**src/core/dbu_pkg.sv**
```systemverilog
// package: register map, field layout and carriers of the data breakpoint unit
package dbu_pkg;
   // ========================================
   // register offsets (byte addresses)
   localparam logic [15:0] OFS_IBPC0   = 16'h1128;
   localparam logic [15:0] OFS_DBS     = 16'h2000;
   localparam logic [15:0] OFS_DBA0    = 16'h2100;
   localparam logic [15:0] OFS_DBM0    = 16'h2108;
   localparam logic [15:0] OFS_DBSID0  = 16'h2110;
   localparam logic [15:0] OFS_DBC0    = 16'h2118;
   localparam logic [15:0] OFS_DBV0    = 16'h2120;
   localparam logic [15:0] OFS_DBCC0   = 16'h2128;
   localparam logic [15:0] OFS_DBPC0   = 16'h2130;
   localparam logic [15:0] OFS_DVC     = 16'h2ff0;
   localparam logic [15:0] CH_STRIDE   = 16'h0100;
   localparam logic [15:0] CH_OFS_MASK = 16'h00ff;
   localparam logic [15:0] CH_SEL_MASK = 16'hff00;
   // ========================================
   // field positions
   localparam int DBS_CNT_LSB  = 24;
   localparam int DBC_SIDU_BIT = 23;
   localparam int DBC_BAI_LSB  = 14;
   localparam int DBC_STORE_EXCLUDE_BIT = 13;
   localparam int DBC_LOAD_EXCLUDE_BIT = 12;
   localparam int DBC_RNG_BIT  = 10;
   localparam int DBC_EXCL_BIT = 9;
   localparam int DBC_HWRT_BIT = 8;
   localparam int DBC_BLM_LSB  = 4;
   localparam int DBC_TE_BIT   = 2;
   localparam int DBC_IVM_BIT  = 1;
   localparam int DBC_BE_BIT   = 0;
   localparam int IPC_W        = 8;
   localparam int DPC_W        = 16;
   // ========================================
   // reset values
   localparam logic [31:0] RST_ZERO    = 32'h0000_0000;
   localparam logic [3:0]  RST_NIB     = 4'h0;
   localparam logic [31:0] ALL_ONES    = 32'hffff_ffff;

   typedef struct packed {
      logic [3:0] byte_access_ignore;
      logic       store_exclude;
      logic       load_exclude;
      logic       excl;
      logic       hwart;
      logic [3:0] byte_lane_mask;
      logic       te;
      logic       invert_value_match;
      logic       be;
   } dbu_ctl_t;

   // one access of the load/store pipeline
   typedef struct packed {
      logic        valid;
      logic        store;
      logic [31:0] addr;
      logic [3:0]  lanes;
      logic [31:0] data;
   } dbu_access_t;

   // one instruction breakpoint match event
   typedef struct packed {
      logic       valid;
      logic [2:0] chan;
   } dbu_imatch_t;
endpackage

```
**src/core/dbu_data_break.sv**
```systemverilog
// data breakpoint unit: channels, pass counters and avalon register slave
//
// Behaviour
// - eight-bit pass counter per instruction channel
// - nonzero count decrements, suppresses action
// - imprecise while count last written nonzero
// - instruction counter upper bits read zero
// - channel registers repeat every 0x100
// - status reports implemented channel count
// - match sets status bit, write zero clears
// - space identifier unsupported, reads zero
// - mask one excludes address bit
// - byte access ignore per lane, all four set drops lane check
// - store exclude blocks store matches
// - load exclude blocks load matches
// - exclusive bit selects outside range
// - range support preset, range mode select
// - byte lane mask excludes value lanes
// - trigger enable makes triggerpoint
// - invert value match inverts comparison
// - break enable makes breakpoint
// - per channel value register compared
// - space id use bit reads zero
// - sixteen-bit data pass counter per channel
// - precise load value break captures data
module dbu_data_break #(
   parameter int NUM_DCH = 4,
   parameter int NUM_ICH = 8
) (
   input  wire logic                 ref_clk,
   input  wire logic                 rst_n,
   input  wire logic [15:0]          avs_address,
   input  wire logic                 avs_read,
   input  wire logic                 avs_write,
   input  wire logic [31:0]          avs_writedata,
   input  wire logic [3:0]           avs_byteenable,
   output logic [31:0]               avs_readdata,
   output logic                      avs_waitrequest,
   input  wire dbu_pkg::dbu_access_t acc,
   input  wire dbu_pkg::dbu_imatch_t imatch,
   output logic [NUM_DCH-1:0]        data_break,
   output logic [NUM_DCH-1:0]        data_trigger,
   output logic                      data_imprecise,
   output logic [NUM_ICH-1:0]        instr_fire,
   output logic                      instr_imprecise
);
   initial
   begin
      if (!(NUM_DCH == 0 || NUM_DCH == 1 || NUM_DCH == 2 || NUM_DCH == 4))
         $error("NUM_DCH must be 0, 1, 2 or 4");
      if (NUM_ICH < 1 || NUM_ICH > 8)
         $error("NUM_ICH must be 1 to 8");
   end

   localparam int DC = (NUM_DCH == 0) ? 1 : NUM_DCH;
   localparam logic [3:0] CNT_CODE = 4'(NUM_DCH);

   // ========================================
   // state
   logic [31:0]             dba_ff  [DC];
   logic [31:0]             dbm_ff  [DC];
   logic [31:0]             dbv_ff  [DC];
   dbu_pkg::dbu_ctl_t       dbc_ff  [DC];
   logic [15:0]             dpc_ff  [DC];
   logic [DC-1:0]           dimp_ff;
   logic [7:0]              ipc_ff  [NUM_ICH];
   logic [NUM_ICH-1:0]      iimp_ff;
   logic [3:0]              bs_ff;
   logic [31:0]             dvc_ff;
   logic                    ack_ff;
   logic [31:0]             nxt_rdata;
   logic [DC-1:0]           hit;

   // ========================================
   // decode helpers
   function automatic logic [15:0] ch_base(input logic [15:0] a);
      ch_base = (a & dbu_pkg::CH_OFS_MASK) | (a & ~dbu_pkg::CH_SEL_MASK & 16'h0000);
   endfunction

   function automatic logic [31:0] merge(input logic [31:0] old, input logic [31:0] wd,
                                          input logic [3:0] be);
      for (int b = 0; b < 4; b++)
         merge[b*8 +: 8] = be[b] ? wd[b*8 +: 8] : old[b*8 +: 8];
   endfunction

   logic [3:0]  dsel;
   logic [15:0] dreg;
   logic        in_dch;
   logic [3:0]  isel;
   logic        in_ich;
   logic        wr_go;
   logic [31:0] wmerge_ctl;

   always_comb
   begin
      dsel   = 4'(avs_address[11:8] - 4'h1);
      dreg   = {8'h00, avs_address[7:0]} | 16'h2000 | 16'h0100;
      in_dch = (avs_address[15:12] == 4'h2) && (avs_address[11:8] != 4'h0)
               && (avs_address[11:8] <= 4'(NUM_DCH)) && (avs_address[11:8] != 4'hf);
      isel   = 4'(avs_address[11:8] - 4'h1);
      in_ich = (avs_address[15:12] == 4'h1) && (avs_address[7:0] == 8'h28)
               && (avs_address[11:8] != 4'h0) && (avs_address[11:8] <= 4'(NUM_ICH));
      wr_go  = avs_write && ack_ff;
      wmerge_ctl = avs_writedata;
   end

   // ========================================
   // match logic
   always_comb
   begin
      for (int c = 0; c < DC; c++)
      begin
         logic am;
         logic lane_ok;
         logic vm;
         logic [31:0] lo;
         logic [31:0] hi;
         logic [31:0] lmask;
         am = 1'b0;
         lane_ok = 1'b0;
         vm = 1'b0;
         lo = dba_ff[c];
         hi = dba_ff[c] | dbm_ff[c];
         lmask = 32'h0;
         if (dbc_ff[c].hwart)
            am = (acc.addr >= lo) && (acc.addr <= hi);
         else
            am = ((acc.addr ^ dba_ff[c]) & ~dbm_ff[c]) == 32'h0;
         am = am ^ dbc_ff[c].excl;
         lane_ok = |(acc.lanes & ~dbc_ff[c].byte_access_ignore) || (&dbc_ff[c].byte_access_ignore);
         for (int b = 0; b < 4; b++)
            lmask[b*8 +: 8] = {8{~dbc_ff[c].byte_lane_mask[b] & acc.lanes[b]}};
         vm = ((acc.data ^ dbv_ff[c]) & lmask) == 32'h0;
         vm = vm ^ dbc_ff[c].invert_value_match;
         hit[c] = acc.valid && am && lane_ok && vm && (c < NUM_DCH)
                  && !(acc.store && dbc_ff[c].store_exclude)
                  && !(!acc.store && dbc_ff[c].load_exclude);
      end
   end

   // ========================================
   // data channel registers and pass counters
   always_ff @(posedge ref_clk or negedge rst_n)
   begin
      if (!rst_n)
      begin
         for (int c = 0; c < DC; c++)
         begin
            dba_ff[c] <= dbu_pkg::RST_ZERO;
            dbm_ff[c] <= dbu_pkg::RST_ZERO;
            dbv_ff[c] <= dbu_pkg::RST_ZERO;
            dbc_ff[c] <= '0;
            dpc_ff[c] <= 16'h0000;
         end
         dimp_ff      <= '0;
         data_break   <= '0;
         data_trigger <= '0;
         data_imprecise <= 1'b0;
      end
      else
      begin
         data_imprecise <= 1'b0;
         for (int c = 0; c < DC; c++)
         begin
            logic fire;
            fire = hit[c] && (dpc_ff[c] == 16'h0000);
            if (hit[c] && dpc_ff[c] != 16'h0000)
               dpc_ff[c] <= 16'(dpc_ff[c] - 16'h0001);
            data_break[c]   <= fire && dbc_ff[c].be;
            data_trigger[c] <= fire && dbc_ff[c].te;
            if (fire && dimp_ff[c] && (dbc_ff[c].be || dbc_ff[c].te))
               data_imprecise <= 1'b1;
         end
         if (wr_go && in_dch)
         begin
            unique case (avs_address[7:0])
               dbu_pkg::OFS_DBA0[7:0]:
                  dba_ff[dsel[1:0]] <= merge(dba_ff[dsel[1:0]], avs_writedata, avs_byteenable);
               dbu_pkg::OFS_DBM0[7:0]:
                  dbm_ff[dsel[1:0]] <= merge(dbm_ff[dsel[1:0]], avs_writedata, avs_byteenable);
               dbu_pkg::OFS_DBV0[7:0]:
                  dbv_ff[dsel[1:0]] <= merge(dbv_ff[dsel[1:0]], avs_writedata, avs_byteenable);
               dbu_pkg::OFS_DBC0[7:0]:
               begin
                  dbc_ff[dsel[1:0]].byte_access_ignore   <= wmerge_ctl[dbu_pkg::DBC_BAI_LSB +: 4];
                  dbc_ff[dsel[1:0]].store_exclude  <= wmerge_ctl[dbu_pkg::DBC_STORE_EXCLUDE_BIT];
                  dbc_ff[dsel[1:0]].load_exclude  <= wmerge_ctl[dbu_pkg::DBC_LOAD_EXCLUDE_BIT];
                  dbc_ff[dsel[1:0]].excl  <= wmerge_ctl[dbu_pkg::DBC_EXCL_BIT];
                  dbc_ff[dsel[1:0]].hwart <= wmerge_ctl[dbu_pkg::DBC_HWRT_BIT];
                  dbc_ff[dsel[1:0]].byte_lane_mask   <= wmerge_ctl[dbu_pkg::DBC_BLM_LSB +: 4];
                  dbc_ff[dsel[1:0]].te    <= wmerge_ctl[dbu_pkg::DBC_TE_BIT];
                  dbc_ff[dsel[1:0]].invert_value_match   <= wmerge_ctl[dbu_pkg::DBC_IVM_BIT];
                  dbc_ff[dsel[1:0]].be    <= wmerge_ctl[dbu_pkg::DBC_BE_BIT];
               end
               dbu_pkg::OFS_DBPC0[7:0]:
               begin
                  dpc_ff[dsel[1:0]]  <= avs_writedata[15:0];
                  dimp_ff[dsel[1:0]] <= |avs_writedata[15:0];
               end
               default:
               begin
               end
            endcase
         end
      end
   end

   // ========================================
   // instruction pass counters
   always_ff @(posedge ref_clk or negedge rst_n)
   begin
      if (!rst_n)
      begin
         for (int i = 0; i < NUM_ICH; i++)
            ipc_ff[i] <= 8'h00;
         iimp_ff         <= '0;
         instr_fire      <= '0;
         instr_imprecise <= 1'b0;
      end
      else
      begin
         instr_fire      <= '0;
         instr_imprecise <= 1'b0;
         if (imatch.valid && 32'(imatch.chan) < NUM_ICH)
         begin
            if (ipc_ff[imatch.chan] != 8'h00)
               ipc_ff[imatch.chan] <= 8'(ipc_ff[imatch.chan] - 8'h01);
            else
            begin
               instr_fire[imatch.chan] <= 1'b1;
               instr_imprecise <= iimp_ff[imatch.chan];
            end
         end
         if (wr_go && in_ich)
         begin
            ipc_ff[isel[2:0]]  <= avs_writedata[7:0];
            iimp_ff[isel[2:0]] <= |avs_writedata[7:0];
         end
      end
   end

   // ========================================
   // status bits and load value capture
   always_ff @(posedge ref_clk or negedge rst_n)
   begin
      if (!rst_n)
      begin
         bs_ff  <= dbu_pkg::RST_NIB;
         dvc_ff <= dbu_pkg::RST_ZERO;
      end
      else
      begin
         logic [3:0] clr;
         logic [3:0] set;
         clr = '0;
         set = '0;
         for (int c = 0; c < DC; c++)
            set[c] = hit[c];
         if (wr_go && avs_address == dbu_pkg::OFS_DBS && avs_byteenable[0])
            clr = ~avs_writedata[3:0];
         bs_ff <= ((bs_ff & ~clr) | set) & 4'((1 << NUM_DCH) - 1);
         for (int c = 0; c < DC; c++)
            if (hit[c] && dpc_ff[c] == 16'h0000 && !dimp_ff[c] && !acc.store
                && dbc_ff[c].be && dbc_ff[c].byte_lane_mask != 4'hf)
               dvc_ff <= acc.data;
      end
   end

   // ========================================
   // avalon read mux
   always_comb
   begin
      nxt_rdata = 32'h0;
      if (avs_address == dbu_pkg::OFS_DBS)
         nxt_rdata = {4'h0, CNT_CODE, 20'h0, bs_ff};
      else if (avs_address == dbu_pkg::OFS_DVC)
         nxt_rdata = dvc_ff;
      else if (in_ich)
         nxt_rdata = {24'h0, ipc_ff[isel[2:0]]};
      else if (in_dch)
      begin
         unique case (avs_address[7:0])
            dbu_pkg::OFS_DBA0[7:0]: nxt_rdata = dba_ff[dsel[1:0]];
            dbu_pkg::OFS_DBM0[7:0]: nxt_rdata = dbm_ff[dsel[1:0]];
            dbu_pkg::OFS_DBV0[7:0]: nxt_rdata = dbv_ff[dsel[1:0]];
            dbu_pkg::OFS_DBC0[7:0]:
               nxt_rdata = {8'h0, 1'b0, 5'h0, dbc_ff[dsel[1:0]].byte_access_ignore,
                            dbc_ff[dsel[1:0]].store_exclude, dbc_ff[dsel[1:0]].load_exclude, 1'b0,
                            1'b1, dbc_ff[dsel[1:0]].excl,
                            dbc_ff[dsel[1:0]].hwart, dbc_ff[dsel[1:0]].byte_lane_mask, 1'b0,
                            dbc_ff[dsel[1:0]].te, dbc_ff[dsel[1:0]].invert_value_match,
                            dbc_ff[dsel[1:0]].be};
            dbu_pkg::OFS_DBPC0[7:0]: nxt_rdata = {16'h0, dpc_ff[dsel[1:0]]};
            default: nxt_rdata = 32'h0;
         endcase
      end
   end

   // ========================================
   // avalon handshake: one wait cycle per access
   always_ff @(posedge ref_clk or negedge rst_n)
   begin
      if (!rst_n)
      begin
         ack_ff          <= 1'b0;
         avs_waitrequest <= 1'b1;
         avs_readdata    <= dbu_pkg::RST_ZERO;
      end
      else
      begin
         ack_ff          <= (avs_read || avs_write) && !ack_ff;
         avs_waitrequest <= !((avs_read || avs_write) && !ack_ff);
         if (avs_read && !ack_ff)
            avs_readdata <= nxt_rdata;
      end
   end

   logic unused_ok;
   assign unused_ok = ^{ch_base(avs_address), dreg, dbu_pkg::CH_STRIDE};
endmodule

```
**config.mk**
```make
export PLATFORM = sky130hd
export DESIGN_NAME = dbu_data_break
export DESIGN_NICKNAME = d
export VERILOG_FILES = /design/src/core/dbu_pkg.sv /design/src/core/dbu_data_break.sv
export SDC_FILE = /design/constraint.sdc
export NUM_CORES = 2
export LEC_CHECK = 0
export BUFFER_PORTS_ARGS = -buffer_cell sky130_fd_sc_hd__buf_2
export CAP_MARGIN = 10
export CORE_MARGIN = 5
export CORE_UTILIZATION = 30
export CTS_BUF_LIST = sky130_fd_sc_hd__clkbuf_2
export DETAILED_ROUTE_END_ITERATION = 10
export PLACE_DENSITY_LB_ADDON = 0.12
export SYNTH_ARGS = -nofsm -noshare
export SYNTH_HDL_FRONTEND = slang
export SYNTH_SLANG_ARGS = --single-unit
```
**constraint.sdc**
```tcl
create_clock -name ref_clk -period 4.5 [get_ports ref_clk]
set_input_delay 0.675 -clock ref_clk [delete_from_list [all_inputs] [get_ports ref_clk]]
set_output_delay 0.675 -clock ref_clk [all_outputs]
set_load 0.05 [all_outputs]
```
# After elaboration in Yosys (flattened, before gate mapping)
# Cells that the tools add are included.
dict set report classes {
  n_addsub 6
  order_cmp 22
  eq_ne 14
  muxes 115
  bitwise_logic 79
  reduce_logical 150
}
# cell n
set ops {}
lappend ops {{$bwmux 60} 9}
lappend ops {{$mux 32} 15}
lappend ops {{$bwmux 128} 3}
lappend ops {{$mux 64} 5}
lappend ops {{$demux 15 s2} 9}
lappend ops {{$and 32x32->32} 8}
lappend ops {{$logic_not 32->1} 8}
lappend ops {{$xor 32x32->32} 8}
lappend ops {{$bmux 32 s2} 3}
lappend ops {{$bwmux 64} 3}
lappend ops {{$mux 8} 21}
lappend ops {{$pmux 32 s5} 1}
lappend ops {{$ge 32x32->1} 4}
lappend ops {{$le 32x32->1} 4}
lappend ops {{$not 32->32} 4}
lappend ops {{$or 32x32->32} 4}
lappend ops {{$mux 16} 7}
lappend ops {{$logic_and 1x1->1} 91}
lappend ops {{$demux 32 s2} 1}
lappend ops {{$logic_not 16->1} 4}
lappend ops {{$reduce_bool 16->1} 4}
lappend ops {{$sub 16x1->16 const B} 4}
lappend ops {{$bmux 8 s3} 2}
lappend ops {{$demux 8 s3} 2}
lappend ops {{other kinds (54)} 162}
dict set report totals {
  regBits 672
  inputBits 130
  elab_cells 458
}

# Logic depth before layout (Yosys ltp)
dict set report logic_depth {
  word_depth 19
  mapped_depth 15
  mapped_depth_nobuf 12
}

# Worst setup path before layout
# No wires, ideal clock.
dict set report synth_timing {
  path_kind {input-to-reg}
  start {input port avs_address[8]}
  end {register avs_readdata[1]}
  arrival_ps 4055
  slack_ps 320
  cell_stages 12
  path_cell_list {buf_2 -> inv_1 -> buf_1 -> ha_1 -> buf_1 -> buf_1 -> mux4_2 -> mux2i_1 -> o21ai_0 -> a222oi_1 -> o21ai_0 -> mux2_2}
}
dict set report synth_via {
  elab_chain_cells 10
}
# element line_no
set synth_lines {}
lappend synth_lines {{from (decl)} dbu_data_break.sv:32} ;# input wire logic [15:0] avs_address,
lappend synth_lines {{$sub 3x1->3} dbu_data_break.sv:100} ;# isel = 4'(avs_address[11:8] - 4'h1);
lappend synth_lines {{$not 2->3 (implied by the code)} n/a}
lappend synth_lines {{$bmux 16 s2, or another cell as far along} dbu_data_break.sv:293} ;# dbu_pkg::OFS_DBPC0[7:0]: nxt_rdata = {16'h0, dpc_ff[dsel[1:0]]};
lappend synth_lines {{$mux 16 (implied by the code), or another cell as far along (2 in a row)} dbu_data_break.sv:293}
lappend synth_lines {{$pmux 32 s5} dbu_data_break.sv:282} ;# unique case (avs_address[7:0])
lappend synth_lines {{$mux 32} dbu_data_break.sv:280} ;# else if (in_dch)
lappend synth_lines {{$mux 32} dbu_data_break.sv:278} ;# else if (in_ich)
lappend synth_lines {{$mux 32} dbu_data_break.sv:276} ;# else if (avs_address == dbu_pkg::OFS_DVC)
lappend synth_lines {{$mux 32 (*)} dbu_data_break.sv:274} ;# if (avs_address == dbu_pkg::OFS_DBS)
lappend synth_lines {{to (signal assigned)} dbu_data_break.sv:307} ;# avs_readdata <= dbu_pkg::RST_ZERO;
lappend synth_lines {{to (signal assigned)} dbu_data_break.sv:314} ;# avs_readdata <= nxt_rdata;
lappend synth_lines {{to (decl)} dbu_data_break.sv:37} ;# output logic [31:0] avs_readdata,
# Every way passes the cells marked *; elsewhere a longest branch is shown, timed or not. The select of a mux whose other input is x is not followed.
# A chain may end at the register's enable or synchronous reset.

# Final worst setup path
dict set report layout_timing {
  start {register dba_ff[49] in the netlist's numbering}
  end {register dpc_ff[22] in the netlist's numbering}
}
dict set report layout_via {
  elab_chain_cells 15
}
# element line_no
set layout_lines {}
lappend layout_lines {{from (decl)} dbu_data_break.sv:60} ;# logic [31:0] dba_ff [DC];
lappend layout_lines {{from (signal, indexed assignment)} dbu_data_break.sv:149} ;# dba_ff[c] <= dbu_pkg::RST_ZERO;
lappend layout_lines {{from (signal, indexed assignment)} dbu_data_break.sv:178} ;# dba_ff[dsel[1:0]] <= merge(dba_ff[dsel[1:0]], avs_writedata, avs_byteenable);
lappend layout_lines {{$or 32x32->32 / $xor 32x32->32 (equally long branches)} {dbu_data_break.sv:123, dbu_data_break.sv:128}}
lappend layout_lines {{$le 32x32->1 / $and 32x32->32 (equally long branches)} {dbu_data_break.sv:126, dbu_data_break.sv:128}}
lappend layout_lines {{$logic_and 1x1->1 / $logic_not 32->1 (equally long branches)} {dbu_data_break.sv:126, dbu_data_break.sv:128}}
lappend layout_lines {{$mux 1 (*)} dbu_data_break.sv:125} ;# if (dbc_ff[c].hwart)
lappend layout_lines {{$xor 1x1->1 (*)} dbu_data_break.sv:129} ;# am = am ^ dbc_ff[c].excl;
lappend layout_lines {{$logic_and 1x1->1 (*) (3 in a row)} dbu_data_break.sv:135} ;# hit[c] = acc.valid && am && lane_ok && vm && (c < NUM_DCH)
lappend layout_lines {{$logic_and 1x1->1 (*)} dbu_data_break.sv:136} ;# && !(acc.store && dbc_ff[c].store_exclude)
lappend layout_lines {{$logic_and 1x1->1 (*)} dbu_data_break.sv:137} ;# && !(!acc.store && dbc_ff[c].load_exclude);
lappend layout_lines {{$logic_and 1x1->1 (*)} dbu_data_break.sv:167} ;# if (hit[c] && dpc_ff[c] != 16'h0000)
lappend layout_lines {{$mux 16 (*)} dbu_data_break.sv:167}
lappend layout_lines {{$bwmux 64} dbu_data_break.sv:197} ;# dpc_ff[dsel[1:0]] <= avs_writedata[15:0];
lappend layout_lines {{$mux 64} dbu_data_break.sv:176} ;# unique case (avs_address[7:0])
lappend layout_lines {{$mux 64 (*)} dbu_data_break.sv:174} ;# if (wr_go && in_dch)
lappend layout_lines {{to (signal, indexed assignment)} dbu_data_break.sv:168} ;# dpc_ff[c] <= 16'(dpc_ff[c] - 16'h0001);
lappend layout_lines {{to (signal, indexed assignment)} dbu_data_break.sv:197}
lappend layout_lines {{to (decl)} dbu_data_break.sv:64} ;# logic [15:0] dpc_ff [DC];
# Every way passes the cells marked *; elsewhere a longest branch is shown, timed or not.

==> impl_metrics.ini <==
[run_status]
status = completed

[detailed_routing]
vias_per_cell = 5.39
route.detailed.drc = 0
wire_per_inst_um = 28.7
wirelength_um = 195000
vias = 36800
first_pass_iters = 6
ant_nets = 0
drt_iter0_drc = 3017

[synthesis]
yosys_warnings = 0
synth-edff-count = 0
ys_ff_latch = 672
synth_cell_types = 102
syn_avg_cell_area_um2 = 9.74
synthCells = 4292
syn-num-nets = 4688
async_flop_share = 1.00
synth_ff_type = dfrtp_1
synth_area_um2 = 41800
ys_seq_area_frac = 0.402

[clock_network]
cts_tree = done
htree_levels = 4
clk_latency_ns = 1.76
clockBufferDepth = 3
cts_num_sinks = 672
postCtsSetupBuffers = 0
cts_root_buf = clkbuf_2
cts_buffers = 198
path_clk_slew_ns = 0.13

[timing]
fmax_mhz = 228
hold_viol = 0
fin_crit_sh = 0.975
worst_pin_slew_ns = 1.21
relSlewSlack = 0.195
rsz0062_at_grt = no
setup_viol = 0
finalSetupTns_ns = 0
finalCriticalPeriod_ns = 4.39
fin_skew_ns = 0.186
slew_viol_final = 0

[place]
io_buffers = 180
place_hpwl_um = 143000
routabilityCongestion = 1.03
placed_area_um2 = 45600

[worst_setup_path]
worstSetupPathType = reg2reg
start_kind = register
critPathArrivalTime_ns = 6.08
required_ns = 6.20
crit_path_max_fanout = 16
critPathCaptureType = register

[floorplan]
die_area_um2 = 147000
io_pins = 181
start_util = 0.301
die_h_um = 383
chipWidth_um = 383
row_count = 137
core-area_um2 = 139000

[pwr]
power_density_nw_per_um2 = 279
power.share.clock = 0.343
switching_share = 0.341
power.internal_mw = 9.10
vdd_drop_max_mv = 0.168
sequentialPowerShare = 0.474
p_switching_mw = 4.71
combPwrFrac = 0.183
p_leak_nw = 22.1

[grt]
grt_pass1_vias = 36500
grt_pass1_wl_um = 278000
grtUsageTotal = 0.263
grt_max_degree = 89
grt.overflow.total = 0
antenna_found_initial = 17

[layout]
fin_nets = 5179
area_growth_pct = 18.4
utilization = 0.356
drive_gt1_frac = 0.199
design_area_um2 = 49500

[hold_path]
hold_class = in2reg

[job]
max_cap_viol_count = 0
worst max-delay path, cell delays in order, from the launching register on:
cell and delay, ns:
dfrtp_1 0.39, nor2_1 0.35, ha_1 0.22, nand4_1 0.20, nor4_1 0.23, buf_4 0.20, nand3_1 0.19, o311ai_1 0.23
a21o_1 0.26, a31oi_1 0.13, nor4b_4 0.34, buf_4 0.31, nand2_2 0.17, or4_1 0.51, nand3_1 0.10, dlygate4sd3_1 0.54
what timing repair did:
item,in CTS,in global routing
endpoints found under the hold margin,1344,0
resized for setup,0,2
endpoints found under the setup margin,0,2
hold buffers,204,0
final timing paths:
check,startpoint,endpoint,slack [ns],cells past startpoint
worst max-delay path,dba_ff[49],dpc_ff[22],0.11,15
worst min-delay path,acc[33],bs_ff[0],0.19,6
worst max register to register,dba_ff[49],dpc_ff[22],0.11,15
worst min register to register,avs_readdata[26],avs_readdata[26],0.48,2
max in group asynchronous,rst_n,dbv_ff[82],3.48,4
min in group asynchronous,rst_n,dbm_ff[34],0.39,4
cell families after synthesis:
kind of cell | synth area share
AOI/OAI and AO/OA | 0.144
xor gates and xnor gates | 0.0360
adders and majority gates | 0.0796
buffers and inverters | 0.0397
DFF | 0.402
muxes | 0.157
and+or+nand+nor | 0.142
layer usage:
| metal | GRT usage | part of all wire |
|---|---|---|
| met4 | 0.0983 | 0.041 |
| met3 | 0.0532 | 0.062 |
| met1 | 0.358 | 0.45 |
| met5 | 0 | 0.00015 |
| met2 | 0.413 | 0.45 |
cell type report:
type,count,area (um2)
diodes,15,37.5
fillers,14400,89600
multi-input cells,3190,23400
well taps,1876,2350
clock inverters,61,315
flip-flops and latches,672,16800
repair buffers,554,4490
inverters,167,627
clock buffers,280,1400
through the flow:
stage	hold WS, ns	total power, mW	worst slack [ns]	instances
after floorplan	0.379	8.02	0.320	4292
after global placement	0.459	9.02	0.0268	6255
after detailed placement	0.465	9.03	-0.0369	6255
after CTS	0.000572	14.0	0.0274	6800
after global routing	0.0262	14.6	0.0227	6809
final	0.192	13.8	0.114	6815
power groups by stage:
stage	clock, mW	sequential [mW]	combinational [mW]
after detailed placement	0	6.66	2.37
final	4.74	6.55	2.53
after global placement	0	6.66	2.36
after global routing	5.26	6.59	2.74
after floorplan	0	6.58	1.44
after CTS	4.96	6.55	2.52
layout by cell type, fill, tap and decap left out, types with 86 or more instances in the layout:
cell	synthesis	layout
inv_1	165	165
nor2_1	291	289
o21ai_0	513	513
ha_1	266	265
mux4_2	151	151
buf_4	1	151
xor2_1	112	111
buf_2	13	178
dfrtp_1	671	671
nand4_1	86	86
nand2_1	582	570
clkbuf_2	1	280
dlygate4sd3_1	0	203
a21oi_1	198	198
mux2i_1	187	187
registers in the layout, summed over array words and instances, names as in the netlist, 32 cells and up:
| name | flops |
|---|---|
| dbm_ff | 128 |
| dvc_ff | 32 |
| dbv_ff | 128 |
| dpc_ff | 64 |
| avs_readdata | 32 |
| dba_ff | 128 |
| dbc_ff | 60 |
| ipc_ff | 64 |
cells in the mapped netlist, types with 70 or more instances:
cell / instances / area [um2]
xor2_1: 112 / 981
nand2_1: 582 / 2180
mux4_2: 151 / 3400
mux2_2: 72 / 811
mux2i_1: 187 / 1870
nor2_1: 291 / 1090
inv_1: 165 / 619
ha_1: 266 / 3330
dfrtp_1: 671 / 16800
clkbuf_1: 209 / 785
o21ai_0: 513 / 2570
nand4_1: 86 / 538
o22ai_1: 70 / 438
a21oi_1: 198 / 991
Power figures use the tool's default switching activity.
